--- src/rtl/ars_pkg.sv ---
package ars_pkg;

    // =========================================================
    // register map
    localparam logic [5:0]  ADDR_STATUS    = 6'h00;
    localparam logic [5:0]  ADDR_MODE      = 6'h01;
    localparam logic [5:0]  ADDR_IFMODE    = 6'h02;
    localparam logic [5:0]  ADDR_CHECKSUM  = 6'h03;
    localparam logic [5:0]  ADDR_RESULT    = 6'h04;
    localparam logic [5:0]  ADDR_AUXCFG    = 6'h06;

    // =========================================================
    // reset values and writable masks
    localparam logic [15:0] MODE_RESET     = 16'h0000;
    localparam logic [15:0] IFMODE_RESET   = 16'h0000;
    localparam logic [15:0] AUXCFG_RESET   = 16'h0800;
    localparam logic [15:0] AUXCFG_MASK    = 16'h1FFF;
    localparam logic [23:0] CHECKSUM_RESET = 24'h000000;
    localparam logic [23:0] RESULT_RESET   = 24'h000000;
    localparam logic [7:0]  STATUS_RESET   = 8'h80;

    // =========================================================
    // field positions
    localparam int IF_SHORT_WORD_BIT    = 0;
    localparam int IF_INTEGRITY_BIT     = 5;
    localparam int IF_STATUS_APPEND_BIT = 6;
    localparam int IF_ALTERNATE_SYNC_MODE_BIT      = 12;
    localparam int AUX_MUX_BIT          = 12;
    localparam int AUX_SYNC_EN_BIT      = 11;
    localparam int MODE_DELAY_LSB       = 8;
    localparam int MODE_DELAY_MSB       = 10;
    localparam int STAT_READY_N_BIT     = 7;
    localparam int STAT_INTEG_ERR_BIT   = 4;

    // =========================================================
    // transfer lengths in bits, data left aligned in a 32-bit word
    localparam logic [5:0]  LEN_8          = 6'h08;
    localparam logic [5:0]  LEN_16         = 6'h10;
    localparam logic [5:0]  LEN_24         = 6'h18;
    localparam logic [5:0]  LEN_32         = 6'h20;

    // =========================================================
    // timing
    localparam int CLOCK_PERIOD_NS = 25;
    localparam int DELAY_STEP_NS   = 1000;
    localparam int DELAY_STEP_CYC  = (DELAY_STEP_NS + CLOCK_PERIOD_NS - 1) / CLOCK_PERIOD_NS;
    localparam int SETTLE_W        = 9;

    // =========================================================
    // channel sequencer states
    typedef enum logic [3:0]
    {
        ARS_SEQ_CONVERT   = 4'b0001,
        ARS_SEQ_SETTLE    = 4'b0010,
        ARS_SEQ_WAIT_SYNC = 4'b0100,
        ARS_SEQ_HOLD      = 4'b1000
    } ars_seq_e;

endpackage : ars_pkg

--- src/rtl/ars_checksum.sv ---
`timescale 1ns/1ps

module ars_checksum (
    input  wire logic [15:0] mode_in,
    input  wire logic [15:0] auxcfg_in,
    input  wire logic [23:0] other_regs_xor_in,
    input  wire logic        enable_in,
    output logic      [23:0] sum_out,
    output logic      [23:0] check_out
);

    // =========================================================
    // xor of covered registers
    // interface mode, result and status never enter this sum
    always_comb
    begin
        sum_out = other_regs_xor_in ^ {8'h00, mode_in} ^ {8'h00, auxcfg_in};
    end

    always_comb
    begin
        check_out = enable_in ? sum_out : ars_pkg::CHECKSUM_RESET;
    end

endmodule : ars_checksum

--- src/rtl/ars_regs.sv ---
`timescale 1ns/1ps

// Functional notes
// result is 24 bits with short word select clear, 16 bits when set
// word length change never resets conversion; next new result takes new length
// read-only checksum at 0x03, 24-bit xor of user registers
// checksum reads zero unless integrity enable is set
// result at 0x04 is offset binary, or straight binary for unipolar channels
// result read drives ready status bit and ready output high
// result may be reread unchanged; ready output then says nothing new
// after a result read command, no new result is written until access ends
// status append adds status byte after result, 32 bits at default length
// external mux control drives both aux pins with the channel code
// per-channel pin selection kept; at most four channels sequenced
// programmable settling delay after each external mux switch
// sync enable set: low sync holds modulator and filter in reset
// alternate sync: low sync at channel switch withholds next conversion
// alternate sync: rising sync releases the withheld conversion
// host selects alternate sync only with several channels enabled
// integrity enabled: any covered change sets error flag; disable clears it
// checksum excludes interface mode, result and status registers
// checksum follows register contents within a clock of any write
module ars_regs (
    input  wire logic        clock_in,
    input  wire logic        rstn_in,
    input  wire logic [5:0]  reg_addr_in,
    input  wire logic        reg_wr_in,
    input  wire logic        reg_rd_in,
    input  wire logic        reg_done_in,
    input  wire logic [23:0] reg_wdata_in,
    output logic      [31:0] reg_rdata_out,
    output logic      [5:0]  reg_rlen_out,
    input  wire logic        conv_valid_in,
    input  wire logic [23:0] conv_sample_in,
    input  wire logic [3:0]  chan_enable_in,
    input  wire logic [3:0]  polarity_select_in,
    input  wire logic [23:0] other_regs_xor_in,
    input  wire logic        sync_in,
    output logic             ready_n_out,
    output logic             filter_reset_out,
    output logic             conv_run_out,
    output logic      [1:0]  channel_out,
    output logic             aux_pin_zero_out,
    output logic             aux_pin_zero_oe_n_out,
    output logic             aux_pin_one_out,
    output logic             aux_pin_one_oe_n_out
);

    // =========================================================
    // decode helpers
    function automatic logic addr_is(input logic [5:0] a, input logic [5:0] target);
        addr_is = (a == target);
    endfunction : addr_is

    // next enabled channel after cur, wrapping; only four slots exist
    function automatic logic [1:0] next_channel(input logic [3:0] mask, input logic [1:0] cur);
        logic [1:0] pick;
        logic       found;
        logic [1:0] cand;
        pick  = cur;
        found = 1'b0;
        cand  = cur;
        for (int i = 1; i <= 4; i++)
        begin
            cand = 2'(cur + 2'(i));
            if (!found && mask[cand])
            begin
                pick  = cand;
                found = 1'b1;
            end
        end
        next_channel = pick;
    endfunction : next_channel

    // =========================================================
    // state
    logic [15:0]        mode_reg, ifmode_reg, auxcfg_reg;
    logic [23:0]        result_reg, result_next, snap_reg, sum_now, check_now, coded;
    logic [1:0]         res_chan_reg, res_chan_next, chan_reg, chan_after;
    logic               ready_n_reg, block_reg, integ_en_q_reg, integ_err_reg;
    logic [31:0]        rdata_reg, res_word;
    logic [5:0]         rlen_reg, res_len;
    logic [ars_pkg::SETTLE_W-1:0] settle_reg, settle_load;
    ars_pkg::ars_seq_e  state_reg, state_next;
    logic               short_word, integ_en, status_append, alternate_sync_mode, mux_ctrl, sync_en;
    logic               rd_result, accept, sync_reset;
    logic [15:0]        rounded;
    logic [7:0]         status_byte;

    assign short_word    = ifmode_reg[ars_pkg::IF_SHORT_WORD_BIT];
    assign integ_en      = ifmode_reg[ars_pkg::IF_INTEGRITY_BIT];
    assign status_append = ifmode_reg[ars_pkg::IF_STATUS_APPEND_BIT];
    assign alternate_sync_mode      = ifmode_reg[ars_pkg::IF_ALTERNATE_SYNC_MODE_BIT];
    assign mux_ctrl      = auxcfg_reg[ars_pkg::AUX_MUX_BIT];
    assign sync_en       = auxcfg_reg[ars_pkg::AUX_SYNC_EN_BIT];
    assign rd_result     = reg_rd_in && addr_is(reg_addr_in, ars_pkg::ADDR_RESULT);

    // =========================================================
    // checksum
    ars_checksum u_checksum (
        .mode_in           (mode_reg),
        .auxcfg_in         (auxcfg_reg),
        .other_regs_xor_in (other_regs_xor_in),
        .enable_in         (integ_en),
        .sum_out           (sum_now),
        .check_out         (check_now)
    );

    // =========================================================
    // register writes; read-only and unmapped addresses ignore writes
    always_ff @(posedge clock_in or negedge rstn_in)
    begin
        if (!rstn_in)
        begin
            mode_reg   <= ars_pkg::MODE_RESET;
            ifmode_reg <= ars_pkg::IFMODE_RESET;
            auxcfg_reg <= ars_pkg::AUXCFG_RESET;
        end
        else if (reg_wr_in)
        begin
            if (addr_is(reg_addr_in, ars_pkg::ADDR_MODE))
            begin
                mode_reg <= reg_wdata_in[15:0];
            end
            else if (addr_is(reg_addr_in, ars_pkg::ADDR_IFMODE))
            begin
                // word length write touches nothing else in the converter
                ifmode_reg <= reg_wdata_in[15:0];
            end
            else if (addr_is(reg_addr_in, ars_pkg::ADDR_AUXCFG))
            begin
                auxcfg_reg <= reg_wdata_in[15:0] & ars_pkg::AUXCFG_MASK;
            end
        end
    end

    // =========================================================
    // integrity monitor: snapshot taken on the enable edge
    always_ff @(posedge clock_in or negedge rstn_in)
    begin
        if (!rstn_in)
        begin
            integ_en_q_reg <= 1'b0;
            snap_reg       <= ars_pkg::CHECKSUM_RESET;
            integ_err_reg  <= 1'b0;
        end
        else
        begin
            integ_en_q_reg <= integ_en;
            if (integ_en && !integ_en_q_reg)
            begin
                snap_reg <= sum_now;
            end
            if (!integ_en)
            begin
                integ_err_reg <= 1'b0;
            end
            else if (integ_en_q_reg && (sum_now != snap_reg))
            begin
                integ_err_reg <= 1'b1;
            end
        end
    end

    // =========================================================
    // result coding; unipolar clamps negative codes to zero
    assign coded = polarity_select_in[chan_reg] ? (conv_sample_in[23] ? 24'h000000 : {conv_sample_in[22:0], 1'b0})
                                                : {~conv_sample_in[23], conv_sample_in[22:0]};
    // round to 16 bits, saturating at the top code
    assign rounded = (coded[23:8] == 16'hFFFF) ? 16'hFFFF : 16'(coded[23:8] + {15'h0000, coded[7]});
    // a result arriving with the read command is stored first
    assign accept        = conv_valid_in && !block_reg;
    assign result_next   = accept ? (short_word ? {rounded, 8'h00} : coded) : result_reg;
    assign res_chan_next = accept ? chan_reg : res_chan_reg;

    always_ff @(posedge clock_in or negedge rstn_in)
    begin
        if (!rstn_in)
        begin
            result_reg   <= ars_pkg::RESULT_RESET;
            res_chan_reg <= 2'h0;
        end
        else
        begin
            result_reg   <= result_next;
            res_chan_reg <= res_chan_next;
        end
    end

    // =========================================================
    // ready flag and access blocking
    always_ff @(posedge clock_in or negedge rstn_in)
    begin
        if (!rstn_in)
            ready_n_reg <= 1'b1;
        else if (rd_result)
            ready_n_reg <= 1'b1;
        else if (accept)
            ready_n_reg <= 1'b0;
    end

    always_ff @(posedge clock_in or negedge rstn_in)
    begin
        if (!rstn_in)
            block_reg <= 1'b0;
        else if (rd_result)
            block_reg <= 1'b1;
        else if (reg_done_in)
            block_reg <= 1'b0;
    end

    // =========================================================
    // read port
    always_comb
    begin
        status_byte = {6'h00, res_chan_next};
        status_byte[ars_pkg::STAT_READY_N_BIT]   = accept ? 1'b0 : ready_n_reg;
        status_byte[ars_pkg::STAT_INTEG_ERR_BIT] = integ_err_reg;
    end
    // an old result is cut, not rounded, when length changed since
    assign res_word = short_word ? {result_next[23:8], (status_append ? status_byte : 8'h00), 8'h00}
                                 : {result_next, (status_append ? status_byte : 8'h00)};
    assign res_len  = short_word ? (status_append ? ars_pkg::LEN_24 : ars_pkg::LEN_16)
                                 : (status_append ? ars_pkg::LEN_32 : ars_pkg::LEN_24);
    always_ff @(posedge clock_in or negedge rstn_in)
    begin
        if (!rstn_in)
        begin
            rdata_reg <= 32'h00000000;
            rlen_reg  <= ars_pkg::LEN_8;
        end
        else if (reg_rd_in)
        begin
            if (addr_is(reg_addr_in, ars_pkg::ADDR_STATUS))
                {rdata_reg, rlen_reg} <= {status_byte, 24'h000000, ars_pkg::LEN_8};
            else if (addr_is(reg_addr_in, ars_pkg::ADDR_MODE))
                {rdata_reg, rlen_reg} <= {mode_reg, 16'h0000, ars_pkg::LEN_16};
            else if (addr_is(reg_addr_in, ars_pkg::ADDR_IFMODE))
                {rdata_reg, rlen_reg} <= {ifmode_reg, 16'h0000, ars_pkg::LEN_16};
            else if (addr_is(reg_addr_in, ars_pkg::ADDR_CHECKSUM))
                {rdata_reg, rlen_reg} <= {check_now, 8'h00, ars_pkg::LEN_24};
            else if (addr_is(reg_addr_in, ars_pkg::ADDR_RESULT))
                {rdata_reg, rlen_reg} <= {res_word, res_len};
            else if (addr_is(reg_addr_in, ars_pkg::ADDR_AUXCFG))
                {rdata_reg, rlen_reg} <= {auxcfg_reg, 16'h0000, ars_pkg::LEN_16};
            else
                {rdata_reg, rlen_reg} <= {32'h00000000, ars_pkg::LEN_8};
        end
    end

    // =========================================================
    // channel sequencer
    // alternate sync only bites at a switch, so a single channel never waits
    assign sync_reset  = sync_en && !alternate_sync_mode && !sync_in;
    assign chan_after  = next_channel(chan_enable_in, chan_reg);
    assign settle_load = mux_ctrl ? ars_pkg::SETTLE_W'(int'(mode_reg[ars_pkg::MODE_DELAY_MSB:ars_pkg::MODE_DELAY_LSB])
                                    * ars_pkg::DELAY_STEP_CYC)
                                  : '0;

    always_comb
    begin
        state_next = state_reg;
        case (state_reg)
            ars_pkg::ARS_SEQ_HOLD:
            begin
                if (!sync_reset)
                begin
                    state_next = ars_pkg::ARS_SEQ_SETTLE;
                end
            end
            ars_pkg::ARS_SEQ_CONVERT:
            begin
                if (conv_valid_in && (chan_after != chan_reg))
                begin
                    if (sync_en && alternate_sync_mode && !sync_in)
                    begin
                        state_next = ars_pkg::ARS_SEQ_WAIT_SYNC;
                    end
                    else
                    begin
                        state_next = ars_pkg::ARS_SEQ_SETTLE;
                    end
                end
            end
            ars_pkg::ARS_SEQ_WAIT_SYNC:
            begin
                if (sync_in)
                begin
                    state_next = ars_pkg::ARS_SEQ_SETTLE;
                end
            end
            ars_pkg::ARS_SEQ_SETTLE:
            begin
                if (settle_reg == '0)
                begin
                    state_next = ars_pkg::ARS_SEQ_CONVERT;
                end
            end
            default:
            begin
                state_next = ars_pkg::ARS_SEQ_HOLD;
            end
        endcase
        if (sync_reset)
        begin
            state_next = ars_pkg::ARS_SEQ_HOLD;
        end
    end

    always_ff @(posedge clock_in or negedge rstn_in)
    begin
        if (!rstn_in)
        begin
            state_reg <= ars_pkg::ARS_SEQ_HOLD;
        end
        else
        begin
            state_reg <= state_next;
        end
    end

    always_ff @(posedge clock_in or negedge rstn_in)
    begin
        if (!rstn_in)
        begin
            chan_reg <= 2'h0;
        end
        else if (sync_reset)
        begin
            chan_reg <= next_channel(chan_enable_in, 2'h3);
        end
        else if ((state_reg == ars_pkg::ARS_SEQ_CONVERT) && conv_valid_in)
        begin
            chan_reg <= chan_after;
        end
    end

    // settle counter loads on every entry into the settle state
    always_ff @(posedge clock_in or negedge rstn_in)
    begin
        if (!rstn_in)
        begin
            settle_reg <= '0;
        end
        else if ((state_next == ars_pkg::ARS_SEQ_SETTLE) && (state_reg != ars_pkg::ARS_SEQ_SETTLE))
        begin
            settle_reg <= settle_load;
        end
        else if ((state_reg == ars_pkg::ARS_SEQ_SETTLE) && (settle_reg != '0))
        begin
            settle_reg <= ars_pkg::SETTLE_W'(settle_reg - 1'b1);
        end
    end

    // =========================================================
    // outputs
    assign reg_rdata_out         = rdata_reg;
    assign reg_rlen_out          = rlen_reg;
    assign ready_n_out           = ready_n_reg;
    assign filter_reset_out      = (state_reg == ars_pkg::ARS_SEQ_HOLD);
    assign conv_run_out          = (state_reg == ars_pkg::ARS_SEQ_CONVERT) && (chan_enable_in != 4'h0);
    assign channel_out           = chan_reg;
    // pins are released unless the mux code is being driven
    assign aux_pin_zero_out      = mux_ctrl & chan_reg[0];
    assign aux_pin_one_out       = mux_ctrl & chan_reg[1];
    assign aux_pin_zero_oe_n_out = ~mux_ctrl;
    assign aux_pin_one_oe_n_out  = ~mux_ctrl;

endmodule : ars_regs

--- config.mk ---
export PLATFORM = sky130hd
export DESIGN_NAME = ars_regs
export DESIGN_NICKNAME = d
export VERILOG_FILES = /design/src/rtl/ars_pkg.sv /design/src/rtl/ars_checksum.sv /design/src/rtl/ars_regs.sv
export SDC_FILE = /design/constraint.sdc
export NUM_CORES = 1
export LEC_CHECK = 0
export ABC_AREA = 1
export BUFFER_PORTS_ARGS = -buffer_cell sky130_fd_sc_hd__buf_2
export CAP_MARGIN = 25
export CORE_MARGIN = 3
export CORE_UTILIZATION = 45
export CTS_BUF_LIST = sky130_fd_sc_hd__clkbuf_4 sky130_fd_sc_hd__clkbuf_8
export DETAILED_ROUTE_END_ITERATION = 8
export GPL_TIMING_DRIVEN = 0
export PLACE_DENSITY = 0.74
export SYNTH_ARGS = -nofsm -noshare
export SYNTH_HDL_FRONTEND = slang
export SYNTH_SLANG_ARGS = --single-unit
--- constraint.sdc ---
create_clock -name clock_in -period 3.1 [get_ports clock_in]
set_input_delay 0 -clock clock_in [delete_from_list [all_inputs] [get_ports clock_in]]
set_output_delay 0 -clock clock_in [all_outputs]
set_load 0.03 [all_outputs]
# Yosys cells after proc, flatten, opt, wreduce, memory -nomap -nowiden
# Index checks and enable logic that the tools add are counted.
op_classes:
  addsub: 5
  multipliers: 1
  magnitude_cmp: 4
  n_eq_ne: 15
  n_mux: 68
  n_bitwise: 8
  n_reduce_logical: 39
op_table:
  columns: ["cell", "n"]
  rows:
  - ["32-bit 2-to-1 mux", 5]
  - ["24-bit 2-to-1 mux", 5]
  - ["6-bit 2-to-1 mux", 7]
  - ["16-bit 2-to-1 mux", 2]
  - ["29-bit 2-to-1 mux", 1]
  - ["9-bit 2-to-1 mux", 3]
  - ["24-bit != test", 1]
  - ["24-bit by 13-bit XOR with 24-bit output", 1]
  - ["24-bit by 16-bit XOR with 24-bit output", 1]
  - ["2-bit 2-to-1 mux", 11]
  - ["1-bit 2-to-1 mux", 20]
  - ["4-bit 2-to-1 mux", 5]
  - ["1-bit logical AND", 19]
  - ["16-bit by 1-bit adder with 16-bit output", 1]
  - ["16-bit equality test, second input constant", 1]
  - ["4-bit one-hot mux with 4 select lines", 1]
  - ["6-bit by 2-bit equality test with 1-bit output, second input constant", 2]
  - ["6-bit by 3-bit equality test with 1-bit output, second input constant", 2]
  - ["2-bit by 3-bit < comparator with 1-bit output, second input constant", 4]
  - ["1-bit binary-select mux with 2-bit select", 5]
  - ["1-bit logical NOT", 10]
  - ["9-bit logical NOT", 1]
  - ["9-bit nonzero test", 1]
  - ["9-bit by 1-bit subtractor with 9-bit output, second input constant", 1]
  - ["other kinds (22)", 30]
totals:
  reg_bits: 152
  out_inout_bits: 47

# Depth between registers and ports, before layout
# Gate-level depths: netlist of run 1.
depth:
  depth_word: 21
  ltp_mapped: 23
  ltp_nobuf: 22

# By module
# Synthesis of run 1 repeated with hierarchy kept, for this count alone.
unflattened:
  cells_unflattened: 1240
  hier_area_um2: 8938.6
modules_own_cells:
  columns: ["module", "n_inst", "cells_per_inst", "area_per_inst_um2", "seq_area_each_um2"]
  rows:
  - ["ars_regs", 1, 1037, 8072.7, 3633.5]
  - ["ars_checksum", 1, 203, 865.8, 0.0]

# Worst setup path before layout of run 1
# OpenSTA, ideal clock, no wires.
synth_path:
  path_type: "register -> register"
  start: "register chan_reg[0] (netlist: channel_out[0])"
  end: "register rdata_reg[28] (netlist: reg_rdata_out[28])"
  setup_ns: 0.113
  arrival_ns: 2.567
  slack_ns: 0.420
  path_stages_with_launch: 23
  n_path_buf: 2
  period_less_slack_ns: 2.680
  path_cell_list: "dfrtp_1 > inv_2 > nand2_1 > nand2_1 > nand2_4 > nand2_8 > buf_8 > buf_6 > nand3_1 > nand2_1 > ha_1 > ha_1 > nand2_1 > nor2_4 > nand2_1 > o21ai_1 > nand4_1 > nand3_1 > nand2_1 > nand2_1 > nand3_1 > nand2_1 > inv_1"
synth_between:
  elab_chain_cells: 12
synth_lines:
  columns: ["item", "line_no", "text"]
  rows:
  - ["start: declaration", "ars_regs.sv:79", "logic [1:0] res_chan_reg, res_chan_next, chan_reg, chan_after;"]
  - ["start signal: assignment", "ars_regs.sv:330", "chan_reg <= next_channel(chan_enable_in, 2'h3);"]
  - ["start signal: assignment", "ars_regs.sv:334", "chan_reg <= chan_after;"]
  - ["1-bit binary-select mux with 2-bit select *", "ars_regs.sv:167", "assign coded = polarity_select_in[chan_reg] ? (conv_sample_in[23] ? 24'h000000 : {conv_sample_in[22:0], 1'b0})"]
  - ["1-bit 2-to-1 mux (not written as such) *", "ars_regs.sv:167", null]
  - ["24-bit 2-to-1 mux *", "ars_regs.sv:167", null]
  - ["16-bit by 1-bit adder with 16-bit output / 16-bit equality test (equally long branches)", "ars_regs.sv:170", "assign rounded = (coded[23:8] == 16'hFFFF) ? 16'hFFFF : 16'(coded[23:8] + {15'h0000, coded[7]});"]
  - ["16-bit 2-to-1 mux", "ars_regs.sv:170", null]
  - ["24-bit 2-to-1 mux * (2 in a row)", "ars_regs.sv:173", "assign result_next = accept ? (short_word ? {rounded, 8'h00} : coded) : result_reg;"]
  - ["32-bit 2-to-1 mux *", "ars_regs.sv:242", "else if (addr_is(reg_addr_in, ars_pkg::ADDR_RESULT))"]
  - ["32-bit 2-to-1 mux *", "ars_regs.sv:240", "else if (addr_is(reg_addr_in, ars_pkg::ADDR_CHECKSUM))"]
  - ["32-bit 2-to-1 mux *", "ars_regs.sv:238", "else if (addr_is(reg_addr_in, ars_pkg::ADDR_IFMODE))"]
  - ["32-bit 2-to-1 mux *", "ars_regs.sv:236", "else if (addr_is(reg_addr_in, ars_pkg::ADDR_MODE))"]
  - ["32-bit 2-to-1 mux *", "ars_regs.sv:234", "if (addr_is(reg_addr_in, ars_pkg::ADDR_STATUS))"]
  - ["end signal: assignment", "ars_regs.sv:235", "{rdata_reg, rlen_reg} <= {status_byte, 24'h000000, ars_pkg::LEN_8};"]
  - ["end signal: assignment", "ars_regs.sv:237", "{rdata_reg, rlen_reg} <= {mode_reg, 16'h0000, ars_pkg::LEN_16};"]
  - ["end signal: assignment", "ars_regs.sv:239", "{rdata_reg, rlen_reg} <= {ifmode_reg, 16'h0000, ars_pkg::LEN_16};"]
  - ["end: declaration", "ars_regs.sv:81", "logic [31:0] rdata_reg, res_word;"]
# Mark *: on every way between the ends. The rest lies on a longest branch, timed or not. The select of a mux whose other input is x is not followed.
# A chain may end at the register's enable or synchronous reset.

# Worst setup path after layout of run 1
layout_path:
  start: "register chan_reg[0] (netlist: channel_out[0])"
  end: "register rdata_reg[30] (netlist: reg_rdata_out[30])"
# Same word-level chain as after synthesis.

==> reports/metrics.csv, run 1 <==
metric;value;unit
run status;complete, no violations;
max FFs per register;28;
number of fillers in the final layout;1677;
slew margin rel.;0.353;
Routed Antenna Nets;0;
Critical path buffers and inverters;4;
IO Port Bufs;124;
CP Class;reg -> reg;
Sw Share;0.398;
synthesized cell area;8520;um2
CP max-delay cell;dfrtp_2;
CP Capture Type;flop;
Pre-antenna DRT Iters;5;
worst slew pin tran;0.966;ns
IO Pins;140;
Post-Syn Area per Cell;7.58;um2
Hold Fails Final Rpt;0;
min cycle time layout;2.91;ns
total power;7.55;mW
CTS root buf;clkbuf_8;
Post-synth top cells;297 x nand2_1, 141 x dfrtp_1, 124 x o21ai_0;
Die Span X;144;um
Avg Vias per Cell;5.25;
crit-path max FO;10;
register area share after synthesis;0.426;
Leak;5.37;nW
WP data required;3.45;ns
Synth Register Bits;145;
Startpoint Class;flop;
vias in the first global route;7802;
starting density of the core;0.466;
TritonCTS buffer count;17;
largest area contributor in the synthesized netlist;dfrtp_1;
most numerous cell in the Yosys netlist;nand2_1;
endpoints failing setup;0;
post-synth cell types;58;
Ant. Diodes;0;
Die Ht;144;um
routed length per instance;16.0;um
final worst path period share;0.938;
HP Class;in -> async;
synth warn;0;
CTS sink count;145;
area of the multi-input gates;4290;um2
Async S/R FF share, synth;1.00;
maximum clock insertion buffer count;2;
largest net degree at the start of global routing;94;
fin. max-slew vios;0;
GRT Total Usage;0.247;
dominant register cell in the synthesized netlist;dfrtp_1;
critical path's top delay family;simple AND/OR/NAND/NOR gates;
pre-CTS setup slack;0.0470;ns
Synth Instances;1125;
Cell Int Power;4.55;mW
share of total power in sequential cells;0.358;
Post-route DRC;0;
P_sw;3.01;mW
clock power share;0.230;
vias;8260;
grt ovf;0;
crit-path most repeated cell;nand2_1;
Layout area overhead;24.4;%
Reg clk slew, reported paths;0.08;ns
TritonCTS clock tree;yes;
Setup Skew;0.0101;ns
global-route wire length before repair;39800;um
top cells by area, synth;dfrtp_1 41%, nand2_1 13%, o21ai_0 7.3%;
final worst slack;0.193;ns
setup TNS;0;ns
register area;3640;um2
H-tree Lvls;4;
top-area cell type share of the netlist area;0.414;
hold_ws;0.0489;ns
critical path arrival;3.26;ns
DP HPWL;18800;um
RePlAce Congestion;0.905;
die area;20600;um2
Detailed Route WL;25300;um
initial antenna violation count;0;
power density over the cells;713;nW/um2
Final #Nets;1432;
Logic pwr share;0.413;
Core Box Area;18300;um2
critical path cell sequence;clkinv_4, nand2_1, nand2_1, nand2_4, nand2_8, buf_8, buf_6, nand3_1, nand2_2, ha_2, ha_1, nand2_2, nor2_4, buf_4, nand3_4, o21ai_2, nand3_2, nand3_2, o2111ai_2, nand2_1, nand2_1;
EDFF count, synth;0;
fraction of layout cells with a size suffix above 1;0.202;
row count;49;
max cap viols;0;
slowest stage delay, CP;0.45;ns
clk_lat worst skew;0.47;ns
worst vdd ir;0.343;mV
Fmax;0.344;GHz
drt first-iter violations;662;
==> logic make-up (layout without fill, tap and decap cells) <==
| logic type | Yosys count | in the layout | share of synthesized area |
|---|---|---|---|
| and+or+nand+nor | 527 | 527 | 0.274 |
| muxes | 7 | 7 | 0.00910 |
| other | 1 | 7 | 0.000440 |
| xor gates and xnor gates | 55 | 55 | 0.0565 |
| DFF | 145 | 145 | 0.426 |
| adders and majority gates | 7 | 7 | 0.0103 |
| buffers and inverters | 172 | 386 | 0.0835 |
| AOI/OAI and AO/OA | 211 | 211 | 0.139 |
==> power by group through the flow <==
stage | clock network, mW | logic [mW] | registers [mW]
after floorplan | 0 | 2.14 | 2.69
after global placement | 0 | 2.79 | 2.70
after detailed placement | 0 | 2.86 | 2.72
after CTS | 1.75 | 2.97 | 2.69
after global routing | 1.82 | 3.51 | 2.76
final | 1.73 | 3.12 | 2.70
==> worst register-to-register path, stage by stage, from the launching register on <==
cell and delay, ns:
dfrtp_2 0.45, clkinv_4 0.08, nand2_1 0.05, nand2_1 0.09
nand2_4 0.11, nand2_8 0.11, buf_8 0.14, buf_6 0.14
nand3_1 0.08, nand2_2 0.12, ha_2 0.18, ha_1 0.15
nand2_2 0.08, nor2_4 0.14, buf_4 0.14, nand3_4 0.09
o21ai_2 0.14, nand3_2 0.12, nand3_2 0.10, o2111ai_2 0.13
nand2_1 0.11, nand2_1 0.06
==> layout make-up <==
class / instances / area share
multi-input cells: 814 / 0.405
flip-flops and latches: 145 / 0.343
repair buffers: 182 / 0.113
inverters: 125 / 0.0452
well taps: 229 / 0.0270
clock buffers: 18 / 0.0234
plain buffers: 47 / 0.0230
clock inverters: 14 / 0.0201
==> layout by cell type, fill, tap and decap left out, types with 32 or more instances in the layout <==
cell type,Yosys,layout
a21oi_1,32,32
buf_2,6,129
dfrtp_1,141,139
dlygate4sd3_1,0,48
inv_1,117,117
nand2_1,297,293
nand3_1,66,60
nor2_1,87,84
o21ai_0,124,124
xor2_1,37,37
==> metrics by stage <==
step,util,instances,area [um2]
floorplan,-,1131,8540
global placement,0.517,1484,9450
detailed placement,0.519,1485,9490
CTS,0.571,1565,10400
global route,0.580,1574,10600
finish,0.580,1574,10600
==> worst paths after layout <==
path                                 startpoint           endpoint  slack, ns  depth (start not counted)
setup reg to reg                 channel_out[0]  reg_rdata_out[30]       0.19                         21
hold / removal                          rstn_in      auxcfg_reg[1]       0.05                          2
hold reg to reg                   ifmode_reg[5]     integ_en_q_reg       0.46                          0
setup / recovery                 channel_out[0]  reg_rdata_out[30]       0.19                         21
min in group clock_in      other_regs_xor_in[5]        snap_reg[5]       0.06                          4
max in group asynchronous               rstn_in     auxcfg_reg[11]       2.16                          3
==> metal layers <==
metal	global-route usage	share of wire	wire (um)
met5	0	0	0
met4	0.0877	0.026	659
met2	0.401	0.47	11900
met3	0.0453	0.064	1620
met1	0.332	0.44	11100
==> timing repair <==
action	CTS	global route
setup buffers	0	9
endpoints found under the hold margin	155	0
endpoints found under the setup margin	0	14
hold buffers	48	0
gates resized for setup	0	27
Note: power is estimated with default switching activity, not from simulation.
==> inputs of run 2 (changes only) <==
REMOVE_ABC_BUFFERS = 1   (was unset)
==> reports/metrics.csv, run 2 (synthesized netlist as in run 1, its figures left out) <==
metric;value;unit
max cap viols;0;
most common cell after layout, fill and taps aside;nand2_1;
pre-CTS setup slack;-0.347;ns
met1 GRT Util;0.314;
Die Ht;144;um
vias;7962;
endpoints failing setup;0;
P_sw;2.91;mW
worst slew pin tran;1.05;ns
crit-path max FO;18;
Logic pwr share;0.402;
placed inst area;9300;um2
vias in the first global route;7595;
row count;49;
HP Class;in -> reg;
initial antenna violation count;1;
H-tree Lvls;4;
TritonCTS clock tree;yes;
RSZ-0062 raised after global routing;yes;
run status;complete, no violations;
slew margin rel.;0.301;
min cycle time layout;2.85;ns
Pre-antenna DRT Iters;6;
fraction of layout cells with a size suffix above 1;0.190;
Leak;5.23;nW
Reg clk slew, reported paths;0.08;ns
CP Capture Type;flop;
Hold Fails Final Rpt;0;
Final #Nets;1382;
Layout area overhead;21.0;%
Setup Skew;0.0124;ns
die area;20600;um2
setup TNS;0;ns
routed length per instance;15.7;um
CTS sink count;145;
starting density of the core;0.466;
max FFs per register;28;
most frequent cells in the layout;297 x nand2_1, 139 x dfrtp_1, 124 x o21ai_0, 123 x buf_2, 117 x inv_1;
Core Box Area;18300;um2
critical path arrival;3.20;ns
power density over the cells;710;nW/um2
CTS root buf;clkbuf_8;
maximum clock insertion buffer count;2;
met2 usage;0.378;
IO Port Bufs;124;
Post-route DRC;0;
Routed Antenna Nets;0;
fin. max-slew vios;0;
final worst path period share;0.920;
M3 GR Usage;0.0479;
Detailed Route WL;24000;um
GRT Total Usage;0.234;
GR peak layer;met2;
worst vdd ir;0.348;mV
Fmax;0.350;GHz
grt ovf;0;
Core Util, Final;0.565;
largest net degree at the start of global routing;79;
Die Span X;144;um
hold_ws;0.0317;ns
RePlAce Congestion;0.882;
IO Pins;140;
Avg Vias per Cell;5.22;
share of total power in sequential cells;0.370;
WP data required;3.45;ns
global-route wire length before repair;38100;um
drt first-iter violations;571;
clk_lat worst skew;0.46;ns
Cell Int Power;4.41;mW
CP Class;reg -> reg;
fin area;10300;um2
clock power share;0.228;
Sw Share;0.398;
Startpoint Class;flop;
TritonCTS buffer count;17;
final worst slack;0.247;ns
DP HPWL;17400;um
## run 2: cell count changes in the layout (fill, tap and decap cells not counted), moves of 4 or more
cell	change
nand2_1	+4
buf_4	-13
buf_2	-6
nand2_2	-4
clkbuf_1	-29
## run 2: cell type report
cell class | instances | area, um2
inverters | 125 | 479
well taps | 229 | 287
flip-flops and latches | 145 | 3640
diodes | 1 | 2.50
multi-input cells | 815 | 4260
clock inverters | 12 | 181
repair buffers | 178 | 1190
clock buffers | 20 | 275
fillers | 1673 | 7960
## run 2: power by group through the flow
stage	Sequential, mW	Combinational [mW]	Clock (mW)
3_3_place_gp	2.73	2.65	0
3_5_place_dp	2.75	2.72	0
6_report	2.71	2.94	1.67
5_1_grt	2.75	3.33	1.78
2_1_floorplan	2.71	2.02	0
4_1_cts	2.69	2.86	1.70
## run 2: final timing paths
kind / end / cells after the start / slack (ns) / startpoint
worst max register to register: reg_rdata_out[22] / 21 / 0.25 / channel_out[0]
worst min-delay path: result_reg[7] / 4 / 0.03 / conv_sample_in[6]
max in group asynchronous: auxcfg_reg[11] / 3 / 2.17 / rstn_in
worst min register to register: integ_en_q_reg / 0 / 0.41 / ifmode_reg[5]
min in group asynchronous: channel_out[1] / 2 / 0.11 / rstn_in
worst max-delay path: reg_rdata_out[22] / 21 / 0.25 / channel_out[0]
## run 2: critical path, cell delays in order (launching register included)
cell and delay (ns):
dfrtp_2 0.43, buf_4 0.15, nand2_1 0.05, nand2_1 0.08, nand2_4 0.13, buf_6 0.19
nand3_1 0.09, nand2_1 0.12, inv_1 0.07, ha_1 0.21, ha_1 0.18, nand2_1 0.14
nor2_4 0.07, nand2_1 0.08, xor2_1 0.20, nand2_1 0.10, nand3_1 0.09, nand3_1 0.08
nand2_1 0.07, nand2_1 0.05, nand2_1 0.12, nand2_1 0.05
## run 2: layer usage
layer	part of all wire	up-vias
met5	0	-
met4	0.022	0
met3	0.065	44
met2	0.46	303
met1	0.45	3679
li1	-	3936
## run 2: repair_timing
| item | 4_1_cts | 5_1_grt |
|---|---|---|
| buffers inserted | 2 | 1 |
| resized for setup | 3 | 13 |
| setup endpoints to repair | 25 | 19 |
| hold buffers | 46 | 0 |
| hold endpoints to repair | 143 | 0 |
| cloned | 0 | 1 |
| pin swaps | 0 | 4 |
## run 2: stage by stage
step	total power, mW	std cells
detailed placement	5.47	1442
finish	7.32	1525
global placement	5.38	1437
global route	7.86	1525
CTS	7.25	1522
floorplan	4.73	1084
==> inputs of run 3 (changes only) <==
BUFFER_PORTS_ARGS = -buffer_cell sky130_fd_sc_hd__clkbuf_2   (was -buffer_cell sky130_fd_sc_hd__buf_2)
CTS_CLUSTER_DIAMETER = 150   (was unset)
PLACE_DENSITY = 0.77   (was 0.74)
clock period = 2.3 ns   (was 3.1 ns; I/O delays follow)
==> reports/metrics.csv, run 3 (synthesized netlist as in run 1, its figures left out) <==
metric;value;unit
run status;finished with violations;
violated checks;negative hold slack, negative setup slack;
fin. max-slew vios;0;
DP HPWL;17200;um
crit-path most repeated cell;nand2_2;
fin area;11100;um2
RSZ-0062 raised after global routing;yes;
Die Ht;144;um
IO Port Bufs;124;
final worst path period share;1.14;
Ant. Diodes;0;
TritonCTS clock tree;yes;
Hold Fails Final Rpt;1;
HP Class;in -> reg;
starting density of the core;0.466;
Routed Antenna Nets;0;
worst vdd ir;0.416;mV
largest net degree at the start of global routing;92;
final worst slack;-0.320;ns
vias in the first global route;8006;
critical path cell sequence;inv_4, nand2_2, nand2_2, nand2_4, buf_6, buf_12, nand3_4, nand2_2, inv_2, ha_4, nand2_4, nor2_4, nand3_4, xnor2_4, nand2_4, nand3_4, nand3_2, nand2_1, nand2_1, nand2_2, nand2_1;
Final #Nets;1421;
most common cell after layout, fill and taps aside;nand2_1;
row count;49;
power density over the cells;987;nW/um2
WP data required;2.64;ns
Core Box Area;18300;um2
max cap viols;0;
grt ovf;0;
vias;8309;
crit-path max FO;9;
CP max-delay cell;dfrtp_2;
Avg Vias per Cell;5.32;
slowest stage delay, CP;0.46;ns
max FFs per register;28;
worst slew pin tran;0.990;ns
slew margin rel.;0.339;
Startpoint Class;flop;
CP Class;reg -> reg;
setup TNS;-5.06;ns
Post-route DRC;0;
die area;20600;um2
Detailed Route WL;25200;um
routed length per instance;16.1;um
critical path arrival;2.96;ns
Fmax;0.382;GHz
fraction of layout cells with a size suffix above 1;0.276;
critical path's top delay family;simple AND/OR/NAND/NOR gates;
CTS sink count;145;
Reg clk slew, reported paths;0.08;ns
Critical path buffers and inverters;4;
hold_ws;-0.00675;ns
IO Pins;140;
endpoints failing setup;31;
TritonCTS buffer count;17;
Die Span X;144;um
Layout area overhead;29.9;%
Core Util, Final;0.606;
CP Capture Type;flop;
clk_lat worst skew;0.45;ns
Pre-antenna DRT Iters;6;
number of fillers in the final layout;1559;
RePlAce Congestion;0.911;
H-tree Lvls;4;
drt first-iter violations;693;
most frequent cells in the layout;264 x nand2_1, 139 x dfrtp_1, 123 x clkbuf_2, 118 x o21ai_0, 108 x inv_1;
min cycle time layout;2.62;ns
global-route wire length before repair;40100;um
Leak;5.54;nW
GRT Total Usage;0.246;
initial antenna violation count;0;
Setup Skew;0.0129;ns
maximum clock insertion buffer count;2;
placed inst area;9310;um2
CTS root buf;clkbuf_8;
## run 3: changes by cell type in the layout (fill, tap and decap cells not counted), sizes merged
cell         previous run  this run
bufinv                  4         2
dlygate4sd3            46        43
buf                   132        46
clkinvlp                4         1
nand2                 310       312
nor2                   96        97
inv                   123       124
diode                   1         0
clkinv                  6         4
clkbuf                 20       149
## run 3: layout make-up
type / count / area [um2] / area share
clock buffers: 25 / 319 / 0.0288
clock inverters: 5 / 77.6 / 0.00701
inverters: 125 / 497 / 0.0449
multi-input cells: 818 / 4720 / 0.426
flip-flops and latches: 145 / 3640 / 0.328
well taps: 229 / 287 / 0.0259
repair buffers: 213 / 1530 / 0.138
repair inverters: 1 / 6.26 / 0.000565
## run 3: per-stage QoR
step / worst slack (ns) / cells / power, mW
floorplan: -0.564 / 1084 / 6.37
global placement: -1.28 / 1437 / 7.24
detailed placement: -1.15 / 1442 / 7.36
CTS: -0.262 / 1551 / 10.6
global route: -0.481 / 1561 / 11.7
finish: -0.320 / 1561 / 10.9
## run 3: path summary, 6_finish.rpt
kind	startpoint	end	slack [ns]	cells past startpoint
worst max-delay path	channel_out[0]	reg_rdata_out[26]	-0.32	21
worst min-delay path	reg_wr_in	mode_reg[6]	-0.007	3
worst max register to register	channel_out[0]	reg_rdata_out[26]	-0.32	21
worst min register to register	ifmode_reg[5]	integ_en_q_reg	0.40	0
max in group asynchronous	rstn_in	ifmode_reg[7]	1.43	3
min in group asynchronous	rstn_in	reg_rdata_out[0]	0.07	2
## run 3: worst min-delay path, stage by stage
cell,delay (ns)
clkbuf_2,0.11
nand2_1,0.17
o21ai_0,0.12
## run 3: layer usage
metal	wire (um)	part of all wire	global-route usage	vias to the layer above
met3	1590	0.063	0.0473	58
met5	0	0	0	-
met1	10800	0.43	0.324	3902
li1	-	-	-	4016
met4	816	0.032	0.0961	0
met2	12000	0.48	0.401	333
## run 3: report_power, final
| part | switching, mW | internal, mW |
|---|---|---|
| clock network | 0.923 | 1.11 |
| logic | 3.08 | 2.14 |
| registers | 0.464 | 3.20 |
| total | 4.47 | 6.46 |
## run 3: repair_timing
item	CTS	global route
endpoints found under the hold margin	213	0
endpoints found under the setup margin	59	48
hold buffers	43	0
setup buffers	31	7
pin swaps	54	34
gates cloned	5	1
resized for setup	119	30
